$ cat config.mk
export PLATFORM = sky130hd
export DESIGN_NAME = hif_core
export DESIGN_NICKNAME = d
export VERILOG_FILES = /design/src/verilog/hif_pkg.sv /design/src/verilog/hif_core.sv
export SDC_FILE = /design/constraint.sdc
export NUM_CORES = 1
export LEC_CHECK = 0
export BUFFER_PORTS_ARGS = -buffer_cell sky130_fd_sc_hd__buf_2
export CORE_MARGIN = 3
export CORE_UTILIZATION = 35
export DETAILED_ROUTE_END_ITERATION = 10
export PLACE_DENSITY = 0.59
export SYNTH_ARGS = -nofsm -noshare
export SYNTH_HDL_FRONTEND = slang
export SYNTH_HIERARCHICAL = 1
export SYNTH_SLANG_ARGS = --single-unit
$ cat constraint.sdc
create_clock -name ref_clk -period 7.95 [get_ports ref_clk]
set_input_delay 1.1925 -clock ref_clk [delete_from_list [all_inputs] [get_ports ref_clk]]
set_output_delay 1.1925 -clock ref_clk [all_outputs]
set_load 0.02 [all_outputs]
$ cat src/verilog/hif_pkg.sv
// Constants, field layout and state codes of the hall sensor idle timer, filter and NVM reader.
// Assumes a single 100 MHz clock; all other files import this package.
package hif_pkg;
  localparam int CLK_MHZ = 100;
  localparam int OSC_MHZ = 10;
  localparam int TICK_CYC = CLK_MHZ / OSC_MHZ;
  localparam real T_FIRST_US = 11.0;
  localparam real T_NEXT_US = 8.8;
  localparam int FIRST_CYC = int'(T_FIRST_US * CLK_MHZ);
  localparam int NEXT_CYC = int'(T_NEXT_US * CLK_MHZ);
  localparam int T_WAKE_MS = 10;
  localparam int WAKE_CYC_DEF = T_WAKE_MS * CLK_MHZ * 1000;
  localparam int NVM_RD_CYC = 4;
  localparam int SAMPLE_W = 15;
  localparam int ACC_W = 27;
  localparam int CNT_W = 25;
  localparam int NVM_AW = 7;
  localparam int NVM_DEPTH = 128;
  localparam int CFG_NUM = 12;
  localparam int BW_MAX = 12;
  localparam int IVL_BASE = 32;
  localparam int IVL_EXP_BASE = 8;
  localparam int FAST_EXP_CUT = 6;
  localparam int FIFO_DEPTH = 4;
  // Byte addresses inside the nonvolatile memory.
  localparam logic [7:0] NVM_SWITCH_POLARITY_POINT = 8'h04, NVM_SWITCH_SIGN_HYSTERESIS = 8'h05,
    NVM_IDLE_INTERVAL = 8'h06, NVM_TAMPER_TIMER_FLAGS = 8'h08, NVM_COEF_ZERO = 8'h09,
    NVM_COEF_ONE = 8'h0a, NVM_COEF_TWO = 8'h0b, NVM_FILTER_CONFIG = 8'h0c,
    NVM_COEF_THREE = 8'h0d, NVM_COEF_FOUR = 8'h0e, NVM_COEF_FIVE = 8'h0f,
    NVM_BASE_PART_NUMBER = 8'h14, NVM_VARIANT = 8'h15, NVM_TEMP_OFFSET_TRIM = 8'h1d,
    NVM_TEMP_GAIN_TRIM = 8'h1e;
  localparam logic [7:0] NVM_CFG_FIRST = NVM_SWITCH_POLARITY_POINT;
  // Register port addresses; configuration copies sit at their memory byte address.
  localparam logic [7:0] REG_CFG_LAST = NVM_COEF_FIVE;
  localparam logic [7:0] REG_RES_HI = 8'hc1;
  localparam logic [7:0] REG_RES_LO = 8'hc2;
  localparam logic [7:0] REG_CTRL = 8'hc4;
  localparam logic [7:0] REG_NVM_ADDR = 8'he1;
  localparam logic [7:0] REG_NVM_DATA = 8'he2;
  localparam logic [7:0] REG_NVM_CTRL = 8'he3;
  localparam int CTRL_SLEEP_BIT = 0;
  localparam int CTRL_USESTORE_BIT = 1;
  localparam int CTRL_MEAS_BIT = 7;
  localparam int NVM_BUSY_BIT = 0;
  localparam int NVM_RDEN_BIT = 1;
  localparam int IDX_INTERVAL = int'(NVM_IDLE_INTERVAL - NVM_CFG_FIRST);
  localparam int IDX_FLAGS = int'(NVM_TAMPER_TIMER_FLAGS - NVM_CFG_FIRST);
  localparam int IDX_FILTER = int'(NVM_FILTER_CONFIG - NVM_CFG_FIRST);
  localparam int FLAG_TIMER_BIT = 0;
  localparam int FLAG_FAST_BIT = 1;
  localparam int FILT_STYLE_BIT = 0;
  localparam int BW_LSB = 1;
  localparam int BS_LSB = 5;
  localparam int STORE_KEEP_NUM = 2;
  typedef enum logic [2:0] {
    ST_LOAD = 3'b000, ST_MEAS = 3'b001, ST_DRAIN = 3'b011, ST_IDLE = 3'b010, ST_SLEEP = 3'b110
  } hif_state_e;
endpackage
$ cat src/verilog/hif_core.sv
// Measurement scheduler, sample FIFO, FIR/IIR averaging filter and NVM read port.
// Assumes a byte register port driven by the two-wire bus engine and synchronous inputs.
`timescale 1ns/1ps
`default_nettype none

module hif_fifo #(
  parameter int W = 15,
  parameter int D = 4
) (
  input wire logic ref_clk,
  input wire logic reset_n,
  input wire logic in_valid,
  input wire logic [W-1:0] in_data,
  output logic in_ready,
  output logic out_valid,
  output logic [W-1:0] out_data,
  input wire logic out_ready
);
  localparam int AW = $clog2(D);
  typedef struct packed {
    logic [D-1:0][W-1:0] mem;
    logic [AW-1:0] wp;
    logic [AW-1:0] rp;
    logic [AW:0] cnt;
  } hif_fifo_s;
  hif_fifo_s r;
  hif_fifo_s n;
  logic push;
  logic pop;
  assign in_ready = r.cnt != (AW+1)'(D);
  assign out_valid = r.cnt != '0;
  assign out_data = r.mem[r.rp];
  assign push = in_valid && in_ready;
  assign pop = out_valid && out_ready;
  always_comb begin
    n = r;
    if (push) begin
      n.mem[r.wp] = in_data;
      n.wp = (r.wp == AW'(D - 1)) ? '0 : r.wp + 1'b1;
    end
    if (pop) begin
      n.rp = (r.rp == AW'(D - 1)) ? '0 : r.rp + 1'b1;
    end
    n.cnt = r.cnt + (AW+1)'(push) - (AW+1)'(pop);
  end
  always_ff @(posedge ref_clk) begin
    if (!reset_n) begin
      r <= '0;
    end else begin
      r <= n;
    end
  end
endmodule

module hif_core
#(
  parameter int WAKE_CYC = hif_pkg::WAKE_CYC_DEF,
  parameter logic [hif_pkg::NVM_DEPTH*8-1:0] NVM_IMAGE = '0
) (
  input wire logic ref_clk,
  input wire logic reset_n,
  input wire logic reg_wr,
  input wire logic reg_rd,
  input wire logic [7:0] reg_addr,
  input wire logic [7:0] reg_wdata,
  output logic [7:0] reg_rdata,
  input wire logic [hif_pkg::SAMPLE_W-1:0] afe_sample,
  output logic meas_active,
  output logic afe_power
);
  import hif_pkg::*;

  typedef struct packed {
    hif_state_e st;
    logic [CFG_NUM-1:0][7:0] cfg;
    logic sleep;
    logic usestore;
    logic waking;
    logic cont;
    logic [3:0] ld_idx;
    logic [CNT_W-1:0] cnt;
    logic [3:0] tick;
    logic [12:0] smp_cnt;
    logic push_v;
    logic [SAMPLE_W-1:0] push_d;
    logic [12:0] f_cnt;
    logic [ACC_W-1:0] acc;
    logic [ACC_W-1:0] iacc;
    logic iinit;
    logic flt_pub;
    logic [SAMPLE_W-1:0] result;
    logic [7:0] res_lo;
    logic fresh;
    logic [7:0] nvm_addr;
    logic [7:0] nvm_data;
    logic nvm_busy;
    logic [2:0] nvm_cnt;
    logic [7:0] rdata;
    logic meas_o;
    logic pwr_o;
  } hif_core_s;

  hif_core_s r;
  hif_core_s n;
  logic fifo_in_ready;
  logic fifo_out_valid;
  logic [SAMPLE_W-1:0] fifo_out_data;
  logic fifo_out_ready;

  // The memory image holds identity, serial, trim and six coefficient sets.
  function automatic logic [7:0] nvm_byte(input logic [7:0] a);
    return NVM_IMAGE[a[NVM_AW-1:0]*8 +: 8];
  endfunction

  // The filter stalls the FIFO while it publishes, so a slow drain backs up the sampler.
  assign fifo_out_ready = !r.flt_pub;

  hif_fifo #(.W(SAMPLE_W), .D(FIFO_DEPTH)) u_fifo (
    .ref_clk(ref_clk),
    .reset_n(reset_n),
    .in_valid(r.push_v),
    .in_data(r.push_d),
    .in_ready(fifo_in_ready),
    .out_valid(fifo_out_valid),
    .out_data(fifo_out_data),
    .out_ready(fifo_out_ready)
  );

  always_comb begin
    logic [3:0] bw;
    logic [2:0] bs;
    logic [12:0] nb;
    logic [7:0] ivl;
    logic fast;
    logic [5:0] mant;
    logic [3:0] ex;
    logic [CNT_W-1:0] ticks;
    logic [ACC_W-1:0] sum;
    logic [ACC_W-1:0] inew;
    logic take;
    bw = r.cfg[IDX_FILTER][BW_LSB +: 4];
    bs = r.cfg[IDX_FILTER][BS_LSB +: 3];
    ivl = r.cfg[IDX_INTERVAL];
    fast = r.cfg[IDX_FLAGS][FLAG_FAST_BIT];
    sum = '0;
    inew = '0;
    take = fifo_out_valid && fifo_out_ready;
    n = r;
    if (bw > 4'(BW_MAX)) begin
      bw = 4'(BW_MAX);
    end
    // Burst length follows the bandwidth in FIR style, the burst size in IIR style.
    nb = r.cfg[IDX_FILTER][FILT_STYLE_BIT] ? (13'h1 << bs) : (13'h1 << bw);
    mant = 6'(IVL_BASE) + {1'b0, ivl[4:0]};
    ex = 4'(IVL_EXP_BASE) - (fast ? 4'(FAST_EXP_CUT) : 4'h0) + {1'b0, ivl[7:5]};
    ticks = CNT_W'(mant) << ex;
    n.push_v = 1'b0;
    n.flt_pub = 1'b0;

    if (r.nvm_busy) begin
      n.nvm_cnt = r.nvm_cnt - 3'h1;
      if (r.nvm_cnt == 3'h0) begin
        n.nvm_data = nvm_byte(r.nvm_addr);
        n.nvm_busy = 1'b0;
      end
    end

    n.rdata = 8'h00;
    if (reg_rd) begin
      if (reg_addr >= NVM_CFG_FIRST && reg_addr <= REG_CFG_LAST) begin
        n.rdata = r.cfg[4'(reg_addr - NVM_CFG_FIRST)];
      end else begin
        unique case (reg_addr)
          REG_RES_HI: begin
            n.rdata = {r.fresh, r.result[14:8]};
            n.res_lo = r.result[7:0];
            n.fresh = 1'b0;
          end
          REG_RES_LO: n.rdata = r.res_lo;
          REG_CTRL: begin
            n.rdata[CTRL_SLEEP_BIT] = r.sleep;
            n.rdata[CTRL_USESTORE_BIT] = r.usestore;
            n.rdata[CTRL_MEAS_BIT] = r.meas_o;
          end
          REG_NVM_ADDR: n.rdata = r.nvm_addr;
          REG_NVM_DATA: n.rdata = r.nvm_data;
          REG_NVM_CTRL: begin
            n.rdata[NVM_BUSY_BIT] = r.nvm_busy;
            n.rdata[NVM_RDEN_BIT] = r.nvm_busy;
          end
          default: n.rdata = 8'h00;
        endcase
      end
    end

    if (reg_wr) begin
      if (reg_addr >= NVM_CFG_FIRST && reg_addr <= REG_CFG_LAST) begin
        n.cfg[4'(reg_addr - NVM_CFG_FIRST)] = reg_wdata;
      end else if (reg_addr == REG_CTRL) begin
        n.sleep = reg_wdata[CTRL_SLEEP_BIT];
        n.usestore = reg_wdata[CTRL_USESTORE_BIT];
      end else if (reg_addr == REG_NVM_ADDR) begin
        n.nvm_addr = reg_wdata;
      end else if (reg_addr == REG_NVM_CTRL && reg_wdata[NVM_RDEN_BIT] && !r.nvm_busy) begin
        n.nvm_busy = 1'b1;
        n.nvm_cnt = 3'(NVM_RD_CYC - 1);
      end
    end

    if (take) begin
      sum = r.acc + ACC_W'(fifo_out_data);
      n.acc = sum;
      n.f_cnt = r.f_cnt + 13'h1;
      // A bandwidth cut in mid burst must still end the burst, so compare with at least.
      if (r.f_cnt + 13'h1 >= nb) begin
        n.acc = '0;
        n.f_cnt = '0;
        n.flt_pub = 1'b1;
        n.fresh = 1'b1;
        if (!r.cfg[IDX_FILTER][FILT_STYLE_BIT]) begin
          n.result = SAMPLE_W'(sum >> bw);
        end else begin
          sum = sum >> bs;
          // The IIR state keeps the output scaled by 2^bw so no fraction bits are lost.
          inew = r.iinit ? (sum << bw) : r.iacc - (r.iacc >> bw) + sum;
          n.iacc = inew;
          n.iinit = 1'b0;
          n.result = SAMPLE_W'(inew >> bw);
        end
      end
    end

    unique case (r.st)
      ST_LOAD: begin
        if (!(r.waking && r.usestore && r.ld_idx < 4'(STORE_KEEP_NUM))) begin
          n.cfg[r.ld_idx] = nvm_byte(NVM_CFG_FIRST + 8'(r.ld_idx));
        end
        n.ld_idx = r.ld_idx + 4'h1;
        if (r.ld_idx == 4'(CFG_NUM - 1)) begin
          n.ld_idx = 4'h0;
          n.waking = 1'b0;
          n.st = ST_MEAS;
          n.cont = 1'b0;
          n.cnt = CNT_W'(FIRST_CYC);
          n.smp_cnt = '0;
        end
      end
      ST_MEAS: begin
        if (r.cnt != CNT_W'(1)) begin
          n.cnt = r.cnt - CNT_W'(1);
        end else if (fifo_in_ready) begin
          n.push_v = 1'b1;
          n.push_d = afe_sample;
          n.cnt = CNT_W'(NEXT_CYC);
          n.smp_cnt = r.smp_cnt + 13'h1;
          if (r.smp_cnt + 13'h1 >= nb) begin
            n.st = ST_DRAIN;
          end
        end
      end
      ST_DRAIN: begin
        if (r.flt_pub) begin
          if (r.sleep) begin
            n.st = ST_SLEEP;
            n.cnt = fast ? CNT_W'(WAKE_CYC >> FAST_EXP_CUT) : CNT_W'(WAKE_CYC);
          end else if (fast && ivl == 8'h00) begin
            n.st = ST_MEAS;
            n.cont = 1'b1;
            n.cnt = CNT_W'(NEXT_CYC);
            n.smp_cnt = '0;
          end else begin
            n.st = ST_IDLE;
            n.cnt = ticks;
            n.tick = 4'h0;
          end
        end
      end
      ST_IDLE: begin
        n.tick = (r.tick == 4'(TICK_CYC - 1)) ? 4'h0 : r.tick + 4'h1;
        if (r.tick == 4'(TICK_CYC - 1)) begin
          n.cnt = r.cnt - CNT_W'(1);
        end
        if (r.cnt == '0 || (r.cnt == CNT_W'(1) && r.tick == 4'(TICK_CYC - 1))) begin
          n.st = ST_MEAS;
          n.cont = 1'b0;
          n.cnt = CNT_W'(FIRST_CYC);
          n.smp_cnt = '0;
        end
      end
      ST_SLEEP: begin
        if (r.cfg[IDX_FLAGS][FLAG_TIMER_BIT] && r.cnt != '0) begin
          n.cnt = r.cnt - CNT_W'(1);
        end
        // Timer off holds here until the sleep bit is cleared.
        if (!r.sleep || (r.cfg[IDX_FLAGS][FLAG_TIMER_BIT] && r.cnt == CNT_W'(1))) begin
          n.st = ST_LOAD;
          n.waking = 1'b1;
          n.ld_idx = 4'h0;
        end
      end
    endcase
    n.meas_o = n.st == ST_MEAS;
    n.pwr_o = n.st != ST_SLEEP;
  end

  always_ff @(posedge ref_clk) begin
    if (!reset_n) begin
      r <= '0;
      r.iinit <= 1'b1;
    end else begin
      r <= n;
    end
  end

  assign reg_rdata = r.rdata;
  assign meas_active = r.meas_o;
  assign afe_power = r.pwr_o;
endmodule

`default_nettype wire

# After elaboration in Yosys (flattened, before gate mapping)
# Cells that the tools add are included.
[totals]
output_inout_bits = 10
inputBits = 35
regBits = 354
elab_cells = 243
[op_classes]
n_shift = 10
magnitude_cmp = 13
bitwise_logic = 5
reduce_logical = 43
muxes = 79
add_sub_neg = 18
n_eq_ne = 31
[ops]
columns = ["operator", "count"]
rows = [
  ["1024-bit by 11-bit variable part select with 8-bit output, first input constant", 1],
  ["1024-bit by 9-bit variable part select with 8-bit output, first input constant", 1],
  ["96-bit two-way mux", 3],
  ["96-bit bitwise mux", 2],
  ["25-bit two-way mux", 7],
  ["25-bit case mux with 5 select lines", 1],
  ["98-bit two-way mux", 1],
  ["84-bit two-way mux", 1],
  ["8-bit demux with 4-bit select", 2],
  ["60-bit bitwise mux", 1],
  ["29-bit two-way mux", 2],
  ["27-bit by 4-bit >> shifter with 15-bit output", 2],
  ["13-bit two-way mux", 4],
  ["13-bit case mux with 4 select lines", 1],
  ["8-bit equality test, second input constant", 6],
  ["15-bit two-way mux", 3],
  ["42-bit two-way mux", 1],
  ["4-bit two-way mux", 10],
  ["8-bit binary-select mux with 4-bit select", 1],
  ["8-bit two-way mux", 4],
  ["31-bit two-way mux", 1],
  ["15-bit binary-select mux with 2-bit select", 1],
  ["15-bit demux with 2-bit select", 1],
  ["28-bit two-way mux", 1],
  ["70 further kinds", 141],
]

# Depth between registers and ports, before layout
[depth]
ltp_word = 11
ltp_mapped = 33
depth_no_buf = 30

# Hierarchy
# The synthesis kept the hierarchy.
[modules_own_cells]
columns = ["module", "area_each_um2", "cells_per_inst", "seq_area_each_um2", "n_inst"]
rows = [
  ["hif_core", 24229.5, 3229, 5585.4, 1],
  ["hif_fifo", 3019.1, 282, 1341.3, 1],
]

# Worst setup path before layout
# No wires, ideal clock.
[synth_path]
path_type = "reg2reg"
from = "register u_fifo/r[3] (netlist name)"
to = "register, netlist name r[50]"
required_ns = 7.828
synth_period_minus_slack_ns = 7.697
setup_ns = 0.122
t_arrival_ns = 7.575
n_path_buf = 3
path_stages_with_launch = 30
setup_slack_ns = 0.253
path_cell_list = "dfxtp_1 clkbuf_1 buf_2 mux4_2 ha_1 fa_1 a211oi_4 o21ai_2 or3_1 clkbuf_1 a311oi_1 a21o_1 nor2_1 fa_1 inv_1 fa_1 nor2b_1 o2111ai_1 a21boi_0 o311ai_0 o311ai_0 xnor2_1 nor2_1 a31oi_1 o2111ai_1 a211oi_1 mux4_2 a21oi_1 o2bb2ai_1 a221o_1"
[synth_rtl]
columns = ["element", "line", "text"]
rows = [
  ["start: declaration", "hif_core.sv:26", "hif_fifo_s r;"],
  ["start signal: assignment", "hif_core.sv:50", "r <= n;"],
]

==> results.md <==
- The number of H-tree levels is 2.
- The detail route stage leaves a number of antenna-violating nets equal to 0.
- The floorplan die area is 81,200 um^2.
- The number of global-route vias before repair is 25.6k.
- Subtracting the final worst setup slack from the clock period gives 7.69 ns.
- In the synthesized netlist the async set-or-reset flop fraction comes to 0.
- Across every metal layer, demand over resource in global routing totals 0.242.
- The maximum number of buffers from clock root to sink is 3.
- The chip height is 285 um.
- The number of hold-repair buffers added at the cts stage is 0.
- The clock latency on the worst-skew pair is 0.58 ns.
- The critical path capture point type is a register.
- After filler insertion, the fill cell instance count of the layout stands at 7,941.
- The post-synthesis instance area is 27,200 um^2.
- The netlist uses 108 different library cells.
- The number of pins with negative max-slew slack in the final report is 0.
- The global-route wire length before repair is 157 mm.
- Counting flops with a built-in enable in the synthesized netlist gives 0.
- The total cell area at the placement stage is 29,200 um^2.
- The cell that appears most often on the critical path is sky130_fd_sc_hd__buf_4.
- The final net count is 3,716.
- The worst endpoint data arrival time is 8.20 ns.
- The HPWL after detailed placement is 76.7 mm.
- The number of primary I/O pins is 45.
- In this run the power density over the cells is 140 nW/um^2.
- Counting the buffers created by CTS gives 41.
- The share of post-route cells with drive strength above 1 is 0.142.
- The flow ran to the end, and the final reports show no timing, DRC or antenna violations.
- For this configuration, the core starts out at a cell density of 0.356.
- The setup total negative slack is 0 ns.
- The count of warnings emitted by yosys is 6.
- At the worst endpoint, the required time is 8.46 ns.
- After detailed routing, the number of vias per cell comes to 6.01.
- The total DRC errors in the routed layout is 0.
- The overall die width is 285 um.
- The area growth from synthesis to layout is 13.8%.
- After synthesis the netlist holds a flip-flop and latch count of 346.
- The cell count after synthesis came out at 3,511.
- At the end of the flow the core is filled with cells to 0.405.
- The floorplan row count is 101.
- The synthesized design spends more area on one cell type than any other, namely sky130_fd_sc_hd__dfxtp_1.
- The final RePlAce weighted congestion is 1.02.
- The mean instance size in the synthesized netlist is 7.76 um^2.
- The maximum operating frequency is 0.130 GHz.
- The area of the multi-input gates is 19,200 um^2.
- For the pin with the worst max-slew slack, the measured transition is 1.21 ns.
- The total area of sequential cells is 6930 um^2.
- The kind of critical path is reg2reg.
- The iteration count of the initial detailed-routing pass is 6.
- The total congestion overflow after global routing is 0.
- The final clock skew is 0.0373 ns.
- The tree is rooted in a sky130_fd_sc_hd__clkbuf_16.
- The worst vdd rail ir drop is 192 uV.
- The final count of negative-setup-slack endpoints is 0.
- The total clock sinks is 346.
- The cell area after layout is 31,000 um^2.
- The reported max-cap violation count is 0.
- For this run, the leading register cell type out of synthesis is sky130_fd_sc_hd__dfxtp_1.
- The design draws 0.00435 W.
- The min-delay analysis places its worst path in the category reg2reg.
- In this run the worst path has a maximum fanout of 10.
- Clock-pin slew was measured on the worst setup and hold paths at 0.07 ns.
- On the worst path, the slowest cell contributes a delay of 0.67 ns.
- The share of synthesized area in the top cell type comes to 0.254.
- The cell with the largest stage delay on the worst path is sky130_fd_sc_hd__or4b_2.
- In this run the standard cell core region covers 76,600 um^2.
- The number of I/O port buffers is 44.
- The post-detailed-routing wire length is 103 mm.
- Yosys attributes the largest share of cell area to sky130_fd_sc_hd__dfxtp_1 (25%), sky130_fd_sc_hd__mux2i_1 (8.8%), sky130_fd_sc_hd__nand2_1 (6.2%).
- The total via count in the routed design is 27.8k.
- Setup repair after global routing could not meet its margin everywhere.
- The number of hold violations in the final report is 0.
- The category of the worst setup path launch point is a register.
- The net count after synthesis is 3,669.
- After detailed routing, the average wire length per cell comes to 22.3 um.
- TritonCTS built the clock tree.
- After the first detailed-routing iteration, the DRC count stood at 3,176.
- The ratio of final minimum period to clock period is 0.967.
- The share of the Yosys chip area taken by registers is 0.254.
- The analysis attributes to cell leakage a power of 11.4 nW.
- In this run the tightest slew margin relative to its limit is 0.192.
- The pin count of the biggest net entering global routing is 85.
- The initial antenna violation count is 1.
## path summary, 6_finish.rpt
| kind | startpoint | to | slack (ns) | cells after the start |
|---|---|---|---|---|
| worst min register to register | r[123]$_SDFFE_PN0P_ | r[123]$_SDFFE_PN0P_ | 0.45 | 2 |
| worst max-delay path | u_fifo/r[3]$_SDFFE_PN0P_ | r[53]$_SDFFE_PN0P_ | 0.26 | 31 |
| worst max register to register | u_fifo/r[3]$_SDFFE_PN0P_ | r[53]$_SDFFE_PN0P_ | 0.26 | 31 |
| worst min-delay path | r[123]$_SDFFE_PN0P_ | r[123]$_SDFFE_PN0P_ | 0.45 | 2 |
## report_power, final
group          internal [W]  total [W]  switching (W)
Clock               0.00126    0.00206       0.000801
Sequential          0.00176    0.00179      0.0000268
Combinational      0.000163   0.000505       0.000341
## critical path, delay by kind of cell, from the launching register on
family                   cells  cell delay [ns]
AND/OR/NAND/NOR              6             1.60
multiplexers                 3             1.08
adder cells (fa/ha/maj)      3             1.11
flip-flops                   1             0.39
buffers and inverters        6             0.87
AO/OA/AOI/OAI               12             2.34
XOR/XNOR                     1             0.25
## registers in the layout, indices dropped and copies added, names as in the netlist
name,count
afe_power,1
meas_active,1
r,269
reg_rdata,8
u_fifo/r,67
## synthesized netlist by cell type, drive strengths merged (59+ instances only)
master,instances
dfxtp,346
mux2i,240
ha,95
a211oi,81
clkbuf,176
buf,59
nand3,139
o21ai,176
inv,105
nand2,449
nor3,77
a21oi,236
nor2,424
## cell type report
| class | instances | share of cell area |
|---|---|---|
| clock inverter | 20 | 0.0106 |
| clock buffer | 53 | 0.0371 |
| multi-input combinational | 2821 | 0.618 |
| timing repair buffer | 239 | 0.0553 |
| tap | 1030 | 0.0416 |
| inverter | 109 | 0.0133 |
| antenna | 2 | 0.000161 |
| sequential | 346 | 0.224 |
## per-layer routing
layer,part of all wire,GRT usage
met1,0.44,0.336
met4,0.051,0.109
met2,0.43,0.371
met3,0.077,0.0384
met5,0,0
## per-stage QoR
step | setup slack [ns] | hold slack (ns) | instances
2_1_floorplan | 0.253 | 0.425 | 3511
3_3_place_gp | 0.190 | 0.439 | 4536
3_5_place_dp | 0.0678 | 0.444 | 4536
4_1_cts | 0.0458 | 0.454 | 4609
5_1_grt | -0.0217 | 0.473 | 4619
6_report | 0.259 | 0.454 | 4620
## cells in the final DEF, fill, tap and decap left out, types with 49 or more instances in the layout
master	count
sky130_fd_sc_hd__xnor2_1	50
sky130_fd_sc_hd__a21oi_1	223
sky130_fd_sc_hd__ha_1	89
sky130_fd_sc_hd__buf_4	193
sky130_fd_sc_hd__nor3_1	73
sky130_fd_sc_hd__mux4_2	49
sky130_fd_sc_hd__a211oi_1	66
sky130_fd_sc_hd__dfxtp_1	341
sky130_fd_sc_hd__nand3_1	138
sky130_fd_sc_hd__nor2_1	421
sky130_fd_sc_hd__o21ai_0	149
sky130_fd_sc_hd__inv_1	103
sky130_fd_sc_hd__mux2i_1	238
sky130_fd_sc_hd__nand2_1	446
## timing repair
| action | 4_1_cts | 5_1_grt |
|---|---|---|
| setup buffers | 0 | 9 |
| endpoints found under the setup margin | 0 | 16 |
| resized for setup | 0 | 57 |
## kinds of logic (layout without fill, tap and decap cells)
family,Yosys count,after routing,share of synthesized area
simple gates,1353,1353,0.226
xor+xnor,71,71,0.0231
compound gates,977,977,0.249
other cells,0,2,0
mux,297,297,0.132
buf+inv,344,421,0.0518
flops,346,346,0.254
fa+ha+maj,123,123,0.0642
(Power assumes the default switching activity.)
